<file path="src/mt_defs.svh">
`ifndef MT_DEFS_SVH
`define MT_DEFS_SVH

// Bus geometry
`define MT_ADDR_W        6
`define MT_DATA_W        32

// Register word offsets within one timer (address bits 3:2)
`define MT_SC_OFS        2'h0
`define MT_CLK_OFS       2'h1
`define MT_CNT_OFS       2'h2
`define MT_TERM_OFS      2'h3
// Timer select bit and option register
`define MT_TIMER_BIT     4
`define MT_OPT_ADDR      6'h20

// Status/control field positions
`define MT_SC_FLAG_BIT   7
`define MT_SC_IRQEN_BIT  6
`define MT_SC_RST_BIT    5
`define MT_SC_HALT_BIT   4

// Clock configuration field positions
`define MT_CLK_SRC_HI    5
`define MT_CLK_SRC_LO    4
`define MT_CLK_PRE_HI    3
`define MT_CLK_PRE_LO    0

// Option register field position
`define MT_OPT_CASC_BIT  0

// Reset values
`define MT_SC_RST        8'h10
`define MT_CLK_RST       8'h00
`define MT_CNT_RST       8'h00
`define MT_TERM_RST      8'h00
`define MT_OPT_RST       8'h00

// Prescaler limits
`define MT_PRE_MAX_SEL   4'h8
`define MT_FREE_TOP      8'hff

`endif

</file>
<file path="src/mt_pkg.sv">
package mt_pkg;

   typedef enum logic [1:0]
   {
      MT_SRC_BUS      = 2'b00,
      MT_SRC_FIXED    = 2'b01,
      MT_SRC_EXT_FALL = 2'b10,
      MT_SRC_EXT_RISE = 2'b11
   } mt_src_type;

   typedef struct packed
   {
      logic       irq_en;
      logic       halt;
      mt_src_type source_select;
      logic [3:0] prescale_select;
   } mt_ctrl_type;

   typedef struct packed
   {
      logic fixed;
      logic ext_rise;
      logic ext_fall;
      logic cascade;
      logic casc_evt;
   } mt_events_type;

endpackage

</file>
<file path="src/mt_prescaler.sv">
`timescale 1ns/100ps
`include "mt_defs.svh"

module mt_prescaler
   import mt_pkg::*;
(
   input  wire logic          clk,
   input  wire logic          rst_n,
   input  wire mt_ctrl_type   ctrl,
   input  wire mt_events_type events,
   input  wire logic          run,
   output wire logic          tick
);

   logic [7:0] div;
   wire        ext_evt;
   wire        src_evt;
   wire  [7:0] mask;
   wire  [8:0] mask_wide;
   wire        step;

   // Source edge selection
   assign ext_evt = events.cascade ? events.casc_evt :
                    (ctrl.source_select == MT_SRC_EXT_FALL) ? events.ext_fall :
                    events.ext_rise;
   assign src_evt = (ctrl.source_select == MT_SRC_BUS)   ? 1'b1 :
                    (ctrl.source_select == MT_SRC_FIXED) ? events.fixed :
                    ext_evt;

   // Power of two divide, large codes clamp to 256
   assign mask_wide = (9'h1 << ctrl.prescale_select) - 9'h1;
   assign mask      = (ctrl.prescale_select >= `MT_PRE_MAX_SEL) ?
                      `MT_FREE_TOP : mask_wide[7:0];

   assign step = run & src_evt;
   assign tick = step & ((div & mask) == mask);

   always_ff @(posedge clk or negedge rst_n)
   begin
      if (!rst_n)
         div <= 8'h00;
      else if (step)
         div <= div + 8'h01;
   end

endmodule

</file>
<file path="src/mt_modulo_timer.sv">
// Functional notes
// - 8-bit up-counter, free or modulo limited
// - Cascade: timer one counts timer two overflows when timer one has an external source
// - Four sources: bus, fixed, external rise/fall
// - Nine divide ratios, 1 to 256
// - Keeps counting in wait; irq wakes
// - Halted in stop, no stop wakeup
// - Stop exit keeps state; reset restores
// - Debug suspends counting, then resumes
// - External clock synchronised before use
// - Overflow flag set on wrap, not writable
// - Flag cleared by read then zero write
// - Counter reset or terminal write clears flag
// - Irq enable bit 6, irq while flag set
// - Write-one counter reset bit, reads zero
// - Halt bit freezes counter, set by reset
// - Status bits 3:0 read zero
// - Four 8-bit registers per timer
// - Source encoding; change keeps count
// - Prescale codes above 8 divide by 256
// - Terminal zero free-runs; write clears count
// - Count register read-only, reset zero
`timescale 1ns/100ps
`include "mt_defs.svh"

module mt_modulo_timer
   import mt_pkg::*;
#(
   parameter int NUM_TIMERS = 2
)
(
   input  wire logic                    clk,
   input  wire logic                    rst_n,
   input  wire logic [`MT_ADDR_W-1:0]   address,
   input  wire logic                    read,
   input  wire logic                    write,
   input  wire logic [`MT_DATA_W-1:0]   writedata,
   input  wire logic [3:0]              byteenable,
   output logic      [`MT_DATA_W-1:0]   readdata,
   output wire logic                    waitrequest,
   input  wire logic [NUM_TIMERS-1:0]   ext_count_clock,
   input  wire logic                    fixed_freq_clock_en,
   input  wire logic                    wait_mode,
   input  wire logic                    stop_mode,
   input  wire logic                    debug_active,
   output wire logic [NUM_TIMERS-1:0]   overflow_irq
);

   // Bus handshake
   logic                    ack;
   logic                    cascade_enable;
   logic [7:0]              rd_mux_q;
   wire                     req;
   wire                     rd_acc;
   wire                     wr_acc;
   wire                     opt_sel;
   wire  [1:0]              reg_sel;
   wire                     timer_sel;
   wire  [7:0]              wbyte;
   wire  [7:0]              opt_rd;
   wire  [7:0]              rd_mux;
   wire                     run_global;

   // Per timer views
   wire  [7:0]              rd_val   [NUM_TIMERS];
   wire  [NUM_TIMERS-1:0]   ovf_pulse;

   assign req         = read | write;
   assign waitrequest = req & ~ack;
   assign rd_acc      = read & ack;
   assign wr_acc      = write & ack & byteenable[0];
   assign wbyte       = writedata[7:0];
   assign opt_sel     = (address == `MT_OPT_ADDR);
   assign timer_sel   = address[`MT_TIMER_BIT];
   assign reg_sel     = address[3:2];

   // Wait mode does not gate counting
   assign run_global  = ~stop_mode & ~debug_active;

   always_ff @(posedge clk or negedge rst_n)
   begin
      if (!rst_n)
         ack <= 1'b0;
      else
         ack <= req & ~ack;
   end

   // Cascade option register
   always_ff @(posedge clk or negedge rst_n)
   begin
      if (!rst_n)
         cascade_enable <= 1'b0;
      else if (wr_acc && opt_sel)
         cascade_enable <= wbyte[`MT_OPT_CASC_BIT];
   end

   assign opt_rd = {7'h00, cascade_enable};

   assign rd_mux = opt_sel ? opt_rd :
                   (address[`MT_ADDR_W-1:5] != '0) ? 8'h00 :
                   (NUM_TIMERS > 1 && timer_sel) ? rd_val[NUM_TIMERS-1] :
                   rd_val[0];

   // Read data captured during the wait cycle
   always_ff @(posedge clk or negedge rst_n)
   begin
      if (!rst_n)
         rd_mux_q <= 8'h00;
      else if (read && !ack)
         rd_mux_q <= rd_mux;
   end

   assign readdata = {24'h000000, rd_mux_q};

   genvar i;
   generate
      for (i = 0; i < NUM_TIMERS; i = i + 1)
      begin : g_timer
         mt_ctrl_type   ctrl;
         mt_events_type events;
         logic [7:0]    count;
         logic [7:0]    terminal_value;
         logic          overflow_flag;
         logic          clear_armed;
         logic          ext_s1;
         logic          ext_s2;
         logic          ext_prev;
         logic [7:0]    next_count;
         logic          next_flag;
         wire           hit;
         wire           wr_sc;
         wire           wr_clk;
         wire           wr_term;
         wire           rd_sc;
         wire           cnt_clr;
         wire           sw_clr;
         wire           wrap;
         wire           tick;
         wire           run;
         wire  [7:0]    sc_rd;
         wire  [7:0]    clk_rd;

         assign hit     = !opt_sel && (address[`MT_ADDR_W-1:5] == '0) &&
                          (timer_sel == 1'(i));
         assign wr_sc   = wr_acc & hit & (reg_sel == `MT_SC_OFS);
         assign wr_clk  = wr_acc & hit & (reg_sel == `MT_CLK_OFS);
         assign wr_term = wr_acc & hit & (reg_sel == `MT_TERM_OFS);
         assign rd_sc   = rd_acc & hit & (reg_sel == `MT_SC_OFS);

         // External pin: two flops, then edge detect
         always_ff @(posedge clk or negedge rst_n)
         begin
            if (!rst_n)
            begin
               ext_s1   <= 1'b0;
               ext_s2   <= 1'b0;
               ext_prev <= 1'b0;
            end
            else
            begin
               ext_s1   <= ext_count_clock[i];
               ext_s2   <= ext_s1;
               ext_prev <= ext_s2;
            end
         end

         assign events.fixed    = fixed_freq_clock_en;
         assign events.ext_rise = ext_s2 & ~ext_prev;
         assign events.ext_fall = ~ext_s2 & ext_prev;
         assign events.cascade  = (i == 0) && (NUM_TIMERS > 1) &&
                                  cascade_enable;
         assign events.casc_evt = ovf_pulse[NUM_TIMERS-1];

         assign run = run_global & ~ctrl.halt;

         mt_prescaler u_prescaler
         (
            .clk    (clk),
            .rst_n  (rst_n),
            .ctrl   (ctrl),
            .events (events),
            .run    (run),
            .tick   (tick)
         );

         // Terminal zero means full 8-bit range
         assign wrap    = (terminal_value == 8'h00) ?
                          (count == `MT_FREE_TOP) :
                          (count == terminal_value);
         assign cnt_clr = (wr_sc & wbyte[`MT_SC_RST_BIT]) | wr_term;
         assign sw_clr  = wr_sc & clear_armed & ~wbyte[`MT_SC_FLAG_BIT];
         assign ovf_pulse[i] = tick & wrap & ~cnt_clr;

         always_comb
         begin
            next_count = count;
            if (cnt_clr)
               next_count = 8'h00;
            else if (tick)
               next_count = wrap ? 8'h00 : count + 8'h01;
         end

         // Hardware set wins over the software clear; counter clear suppresses the set
         always_comb
         begin
            next_flag = overflow_flag;
            if (ovf_pulse[i])
               next_flag = 1'b1;
            else if (cnt_clr || sw_clr)
               next_flag = 1'b0;
         end

         always_ff @(posedge clk or negedge rst_n)
         begin
            if (!rst_n)
            begin
               count         <= `MT_CNT_RST;
               overflow_flag <= 1'b0;
            end
            else
            begin
               count         <= next_count;
               overflow_flag <= next_flag;
            end
         end

         // Read of a set flag arms the clear
         always_ff @(posedge clk or negedge rst_n)
         begin
            if (!rst_n)
               clear_armed <= 1'b0;
            else if (rd_sc)
               clear_armed <= overflow_flag;
            else if (wr_sc || !overflow_flag)
               clear_armed <= 1'b0;
         end

         always_ff @(posedge clk or negedge rst_n)
         begin
            if (!rst_n)
            begin
               ctrl.irq_en <= 1'(`MT_SC_RST >> `MT_SC_IRQEN_BIT);
               ctrl.halt   <= 1'b1;
            end
            else if (wr_sc)
            begin
               ctrl.irq_en <= wbyte[`MT_SC_IRQEN_BIT];
               ctrl.halt   <= wbyte[`MT_SC_HALT_BIT];
            end
         end

         always_ff @(posedge clk or negedge rst_n)
         begin
            if (!rst_n)
            begin
               ctrl.source_select   <= MT_SRC_BUS;
               ctrl.prescale_select <= 4'(`MT_CLK_RST);
            end
            else if (wr_clk)
            begin
               ctrl.source_select   <= mt_src_type'(
                  wbyte[`MT_CLK_SRC_HI:`MT_CLK_SRC_LO]);
               ctrl.prescale_select <= wbyte[`MT_CLK_PRE_HI:`MT_CLK_PRE_LO];
            end
         end

         always_ff @(posedge clk or negedge rst_n)
         begin
            if (!rst_n)
               terminal_value <= `MT_TERM_RST;
            else if (wr_term)
               terminal_value <= wbyte;
         end

         // Register read views
         assign sc_rd  = {overflow_flag, ctrl.irq_en, 1'b0,
                          ctrl.halt, 4'h0};
         assign clk_rd = {2'b00, ctrl.source_select,
                          ctrl.prescale_select};

         assign rd_val[i] = (reg_sel == `MT_SC_OFS)  ? sc_rd :
                            (reg_sel == `MT_CLK_OFS) ? clk_rd :
                            (reg_sel == `MT_CNT_OFS) ? count :
                            terminal_value;

         // Level request, also valid in wait mode
         assign overflow_irq[i] = overflow_flag & ctrl.irq_en;
      end
   endgenerate

endmodule

</file>
<file path="config.mk">
export PLATFORM = sky130hd
export DESIGN_NAME = mt_modulo_timer
export DESIGN_NICKNAME = d
export VERILOG_FILES = /design/src/mt_pkg.sv /design/src/mt_prescaler.sv /design/src/mt_modulo_timer.sv
export VERILOG_INCLUDE_DIRS = /design/src /design/src/src
export SDC_FILE = /design/constraint.sdc
export NUM_CORES = 1
export LEC_CHECK = 0
export ABC_AREA = 1
export BUFFER_PORTS_ARGS = -buffer_cell sky130_fd_sc_hd__buf_2
export CORE_UTILIZATION = 45
export CTS_CLUSTER_SIZE = 12
export DETAILED_ROUTE_END_ITERATION = 8
export PLACE_DENSITY = 0.73
export SETUP_SLACK_MARGIN = 0.1
export SYNTH_ARGS = -nofsm -noshare
export SYNTH_HDL_FRONTEND = slang
export SYNTH_SLANG_ARGS = --single-unit
</file>
<file path="constraint.sdc">
create_clock -name clk -period 2.9 [get_ports clk]
set_clock_uncertainty 0.15 [all_clocks]
set_input_delay 0.29 -clock clk [delete_from_list [all_inputs] [get_ports clk]]
set_output_delay 0.29 -clock clk [all_outputs]
set_load 0.01 [all_outputs]
</file>
==> results of run 1 <==
==> cells by family after synthesis <==
family                   count (synthesis)  share of synthesized area, %
AND/OR/NAND/NOR                        300                          25.9
buffers and inverters                  134                          12.3
AO/OA/AOI/OAI                          128                          14.4
flip-flops                              84                          41.4
XOR/XNOR                                26                          4.48
adder cells (fa/ha/maj)                  6                          1.48
other                                    1                        0.0737
==> per-layer routing <==
metal | wire, µm | share of wire (%)
met4 | 165 | 1.3
met5 | 0 | 0
met3 | 744 | 5.9
met1 | 5770 | 46
met2 | 5990 | 47
==> critical path: cells and delay by family (launching register included) <==
kind	cells	cell delay [ns]
adders and majority gates	1	0.27
buffers and inverters	1	0.12
DFF	1	0.45
and+or+nand+nor	18	1.56
==> area by class of cell <==
cell class | instances | area [µm²]
Tap cell | 140 | 175
Clock inverter | 6 | 63.8
Sequential cell | 84 | 2110
Timing Repair inverter | 1 | 5.00
Multi-Input combinational cell | 485 | 2490
Fill cell | 1035 | 5210
Timing Repair Buffer | 48 | 285
Clock buffer | 10 | 239
Inverter | 94 | 359
==> worst min path at each step <==
stage | from | end
after floorplan | rst_n | ack
after global placement | rst_n | g_timer[0].count[6]
after detailed placement | rst_n | g_timer[0].count[6]
after CTS | writedata[7] | g_timer[0].terminal_value[7]
after global routing | writedata[6] | g_timer[0].terminal_value[6]
final | writedata[7] | g_timer[0].terminal_value[7]
==> power by group <==
group	leakage (nW)	internal, mW	switching (mW)
registers	1.06	1.42	0.274
logic	1.59	0.463	0.746
clock network	0.144	0.689	0.475
total	2.79	2.57	1.50
==> through the flow <==
stage | util, % | hold WS, ns
2_1_floorplan | - | -0.156
3_3_place_gp | 48.5 | 0.143
3_5_place_dp | 48.5 | 0.151
4_1_cts | 51.7 | 0.0329
5_1_grt | 52.4 | 0.0579
6_report | 52.4 | 0.0341
==> state kept, by name, indices dropped and copies added (netlist names), 2 cells and up <==
name / cells
g_timer.count: 16
g_timer.terminal_value: 16
g_timer.u_prescaler.div: 16
g_timer.clk_rd: 12
rd_mux_q: 8
g_timer.ctrl: 4
g_timer.clear_armed: 2
g_timer.ext_prev: 2
g_timer.ext_s1: 2
g_timer.ext_s2: 2
g_timer.overflow_flag: 2
==> placed cells by master (no fill, tap or decap), types with 18 or more instances in the layout <==
cell type	Yosys	routed
xor2_1	22	22
nand2_1	147	145
nor2_1	60	58
conb_1	1	24
inv_1	85	85
buf_2	1	33
dfrtp_1	82	80
a21oi_1	18	18
nor3_1	20	20
o21ai_0	66	65
nand3_1	44	43
==> repair_timing <==
action / 4_1_cts / 5_1_grt
pin swaps: 0 / 1
gates resized for setup: 5 / 10
hold endpoints to repair: 39 / 0
gates cloned: 0 / 2
hold buffers: 3 / 0
setup endpoints to repair: 12 / 17
setup buffers: 0 / 3
==> results by group, run 1 <==
Outcome
  • Status: completed

Clock network
  • CTS tree: built
  • Maximum root-to-sink buffer count: 2
  • Clk_lat worst skew: 0.34 ns
  • TritonCTS Buffers: 9
  • CTS Root Cell: clkbuf_16
  • CTS sink cnt: 84
  • Htree depth: 3
  • Worst-path clk slew: 0.07 ns

Synth
  • Yosys top cell by area: dfrtp_1
  • Top-count cell post-synth: nand2_1
  • Synth top cells by count: nand2_1 (147), inv_1 (85), dfrtp_1 (82), o21ai_0 (66), nor2_1 (60)
  • Sequential share of the synthesized area: 41.4%
  • Post-synth EDFFs: 0
  • Largest cells by area after synthesis: dfrtp_1 (40%), nand2_1 (11%), o21ai_0 (6.5%), inv_1 (6.3%), nor2_1 (4.4%)
  • Yosys warns: 0
  • FF+latch count, synth: 84
  • Synth async-reset ratio: 100%
  • Synthesized area: 5090 µm²
  • Ys flop type: dfrtp_1
  • Post-synthesis instance total: 679
  • Post-synth cell types: 42
  • Synthesized area per cell: 7.49 µm²
  • Synth top area share: 40.3%

Floorplan
  • Die W: 108 µm
  • Site row count: 38
  • Core area: 10900 µm²
  • Die Area: 11700 µm²
  • Initial Util: 46.5%
  • Die Y: 108 µm
  • I/O pin cnt: 87

Worst hold path
  • WHS Path Cells: 3
  • Worst hold path type: input port to flip-flop

Global routing
  • First-pass GRT wire length: 20.8 mm
  • GRT Total Usage: 22.6%
  • Largest net degree at the start of global routing: 42
  • Antenna violations before repair: 0
  • Top Usage Layer GRT: met2
  • Vias in the first global route: 4329
  • Met3 Use GR: 3.13%
  • Met2 Resource Use GR: 36.4%
  • GRT met1 Usage: 31.8%
  • Grt total ovfl: 0

Flow run
  • Max cap viols: 0

Setup path
  • Worst setup EP type: flip-flop
  • Arr. time, crit path: 2.75 ns
  • R2R depth: 20
  • Crit-path cells: nor2_2 -> nand2_2 -> ha_1 -> nand2_1 -> nand2_1 -> nand3_1 -> nor2_1 -> nand2_1 -> nor2_2 -> nand2_2 -> nor2_2 -> nand3_2 -> nand2_1 -> nand2_1 -> nand2_4 -> nand2_4 -> clkinv_4 -> nand2_1 -> nand2_1 -> nand2_1
  • FF-to-FF Start: g_timer[1].clk_rd[1]
  • Slowest stage cell, crit path: dfrtp_2
  • Internal reg-to-reg setup slack: 0.24 ns
  • Startpoint types: flip-flop
  • Crit-path max cell delay: 0.45 ns
  • RR Endpoint: g_timer[0].u_prescaler.div[5]
  • Critical Path Source: g_timer[1].clk_rd[1]
  • Critical Path RT: 2.99 ns
  • Critical-path maximum fanout: 7
  • Worst setup path end: g_timer[0].u_prescaler.div[5]
  • Crit Path Category: flip-flop to flip-flop
  • Most common cell on crit path: nand2_1

Timing
  • Setup ws final: 0.240 ns
  • Tcrit/Tclk final: 91.7%
  • Fmax achieved: 0.376 GHz
  • Endpoints failing setup: 0
  • Min cycle time layout: 2.66 ns
  • Slew margin rel.: 34.3%
  • Setup tns final: 0 ns
  • Fin. Hold Viols: 0
  • Slew @ Worst Pin: 0.979 ns
  • Final Max Tran Viols: 0
  • RSZ-0062 raised after global routing: false

Finish
  • Antenna Cells: 0
  • Final instance area: 5730 µm²
  • NumNets Final: 781
  • Finished Layout Cells: 868
  • Syn-to-layout area delta: 12.6%
  • Share of cells above drive strength 1: 13.5%

Power
  • Peak supply drop: 0.000321 V
  • Leak: 2.79 nW
  • Pwr Total: 4.06 mW
  • PwrDens: 709 nW/µm²

Placed design
  • Dpl cells: 844
  • Global placer's final weighted congestion: 0.889
  • Post-DP HPWL: 9.48 mm
  • DP Worst Slack: -0.0564 ns
  • IO Port Bufs: 34
  • DP Area: 5310 µm²

Drt
  • Wire per inst: 14.6 µm
  • Post-route DRC: 0
  • Antenna viol nets, final: 0
  • First drt pass iteration count: 5
  • Initial drt markers: 310
  • Vias post-DR: 4660
  • Drt total wl: 12.7 mm
  • Vias/cell: 5.37
(Power assumes the default switching activity.)
==> inputs of run 2 (changes only) <==
--- a/config.mk
+++ b/config.mk
@@ -13,3 +13,3 @@
 export DETAILED_ROUTE_END_ITERATION = 8
-export PLACE_DENSITY = 0.73
+export PLACE_DENSITY = 0.66
 export SETUP_SLACK_MARGIN = 0.1
==> constraint.sdc (replaced) <==
create_clock -name clk -period 2.9 [get_ports clk]
set_clock_uncertainty 0.15 [all_clocks]
set_input_delay 0.58 -clock clk [delete_from_list [all_inputs] [get_ports clk]]
set_output_delay 0.58 -clock clk [all_outputs]
set_load 0.1 [all_outputs]
==> run 2 against run 1 <==
Sequential share of layout area fell by 0.44 points. Routed wire length down 1.6%. Non-clock buffer count is 5 higher. Register-to-register slack worse by 0.05 ns. Critical path depth fell by 1. Die area is the same. Core utilization increased by 0.70 points. Critical endpoint is now g_timer[0].count[1].
==> results by group, run 2 (same netlist as run 1, synthesis figures left out) <==
Outcome
  • Status: completed

Finish
  • Commonest non-fill, non-tap cell in the layout: nand2_1
  • Syn-to-layout area delta: 14.1%
  • Share of cells above drive strength 1: 15.4%
  • Finished Layout Cells: 873
  • Core Util, Final: 53.1%
  • Final instance area: 5810 µm²
  • Most frequent cells in the layout: nand2_1 (140), inv_1 (85), dfrtp_1 (78)
  • Antenna Cells: 0
  • NumNets Final: 786
  • Biggest registers after layout: g_timer.count (16), g_timer.terminal_value (16), g_timer.u_prescaler.div (16)

Timing
  • Setup tns final: 0 ns
  • Setup ws final: 0.188 ns
  • Worst hold slack: 0.0493 ns
  • Fin. Hold Viols: 0
  • Final Max Tran Viols: 0
  • Min cycle time layout: 2.71 ns
  • Endpoints failing setup: 0
  • Slew @ Worst Pin: 1.26 ns
  • Fmax achieved: 0.369 GHz
  • Tcrit/Tclk final: 93.5%
  • Slew margin rel.: 15.2%
  • RSZ-0062 raised after global routing: true

Power
  • NetSw: 1.72 mW
  • Peak supply drop: 0.000377 V
  • Clock power share: 26.0%
  • Switching share of power: 40.0%
  • Int Pwr: 2.58 mW
  • Pwr Total: 4.31 mW
  • Leak: 2.82 nW
  • PwrDens: 742 nW/µm²
  • Part of the power in registers: 39.1%
  • Logic pwr share: 34.9%

Placed design
  • DP Worst Slack: 0.0605 ns
  • Post-DP HPWL: 9.15 mm
  • DP Area: 5370 µm²
  • Dpl cells: 851
  • IO Port Bufs: 34
  • Global placer's final weighted congestion: 0.890

Clock network
  • TritonCTS Buffers: 9
  • Htree depth: 3
  • CTS tree: built
  • Maximum root-to-sink buffer count: 2
  • Clk_lat worst skew: 0.34 ns
  • Post-cts hold buffer count: 0
  • CTS sink cnt: 84
  • CTS Root Cell: clkbuf_16
  • Worst-path clk slew: 0.06 ns

Floorplan
  • Site row count: 38
  • Die Area: 11700 µm²
  • I/O pin cnt: 87
  • Initial Util: 46.5%
  • Core area: 10900 µm²
  • Die W: 108 µm
  • Die Y: 108 µm

Drt
  • Vias post-DR: 4606
  • Wire length on met3: 614 µm
  • Antenna viol nets, final: 0
  • Wire per inst: 14.3 µm
  • M1 WL: 5.97 mm
  • Drt total wl: 12.5 mm
  • Vias/cell: 5.28
  • Metal2 WL: 5.63 mm
  • Post-route DRC: 0
  • First drt pass iteration count: 5
  • Initial drt markers: 265
  • DR top layer: met4

Setup path
  • R2R depth: 19
  • Arr. time, crit path: 2.84 ns
  • Slowest stage cell, crit path: dfrtp_2
  • Crit path depth: 19
  • Worst setup EP type: flip-flop
  • Critical Path RT: 3.03 ns
  • Critical path's top delay family: simple AND/OR/NAND/NOR gates
  • Crit Path Category: flip-flop to flip-flop
  • Internal reg-to-reg setup slack: 0.19 ns
  • Crit-path cells: nor2_8 -> nand3_2 -> ha_4 -> nand2_2 -> nand2_2 -> nand3_2 -> nor2_2 -> nand2_1 -> nor2_2 -> nand2_2 -> nor2_2 -> nand3_2 -> nand2_1 -> nand2_2 -> nand2_4 -> nand3_4 -> nand2_4 -> nand2_1 -> nand2_1
  • Startpoint types: flip-flop
  • Crit-path max cell delay: 0.44 ns
  • FF-to-FF Start: g_timer[1].clk_rd[2]
  • RR Endpoint: g_timer[0].count[1]
  • Critical-path maximum fanout: 6
  • Crit path buf inv count: 0

Global routing
  • First-pass GRT wire length: 20.2 mm
  • Antenna violations before repair: 0
  • Grt total ovfl: 0
  • GRT Total Usage: 22.4%
  • Largest net degree at the start of global routing: 50
  • Vias in the first global route: 4205

Flow run
  • Max cap viols: 0

Worst hold path
  • Worst hold path type: input port to asynchronous set/reset pin
-- run 2: worst max path at each step --
stage,from,slack [ns],endpoint
floorplan,write,0.28,waitrequest
global placement,g_timer[1].clk_rd[3],0.14,g_timer[0].count[6]
CTS,g_timer[1].clk_rd[3],0.09,g_timer[0].u_prescaler.div[5]
global route,g_timer[1].clk_rd[2],0.04,g_timer[0].count[7]
detailed placement,g_timer[1].clk_rd[3],0.06,g_timer[0].count[1]
finish,g_timer[1].clk_rd[2],0.19,g_timer[0].count[1]
-- run 2: timing repair --
item / CTS / global route
cloned: 0 / 2
setup endpoints to repair: 4 / 22
buffers inserted: 0 / 4
pin swaps: 0 / 10
gates resized for setup: 2 / 26
-- run 2: per-layer routing --
layer	GRT usage [%]	vias to the layer above
li1	-	2268
met1	31.7	2168
met2	34.6	153
met3	2.65	17
met4	9.36	0
met5	0	-
-- run 2: cell type report --
class | count | area, µm²
clock inverter | 2 | 35.0
tap | 140 | 175
multi-input combinational | 485 | 2550
inverter | 94 | 357
fill | 1060 | 5130
timing repair inverter | 1 | 7.51
sequential | 84 | 2110
clock buffer | 14 | 244
timing repair buffer | 53 | 328
-- run 2: worst register-to-register path: stages, from the launching register on --
cell and delay [ns]:
dfrtp_2 0.44, nor2_8 0.14, nand3_2 0.10, ha_4 0.28
nand2_2 0.05, nand2_2 0.06, nand3_2 0.08, nor2_2 0.12
nand2_1 0.07, nor2_2 0.12, nand2_2 0.09, nor2_2 0.12
nand3_2 0.11, nand2_1 0.10, nand2_2 0.06, nand2_4 0.13
nand3_4 0.14, nand2_4 0.19, nand2_1 0.06, nand2_1 0.05
-- run 2: power by group through the flow --
stage / clock (mW) / combinational (mW) / sequential, mW
2_1_floorplan: 0 / 1.08 / 1.72
3_3_place_gp: 0 / 1.36 / 1.70
3_5_place_dp: 0 / 1.40 / 1.70
4_1_cts: 1.14 / 1.41 / 1.68
5_1_grt: 1.20 / 1.68 / 1.73
6_report: 1.12 / 1.50 / 1.69
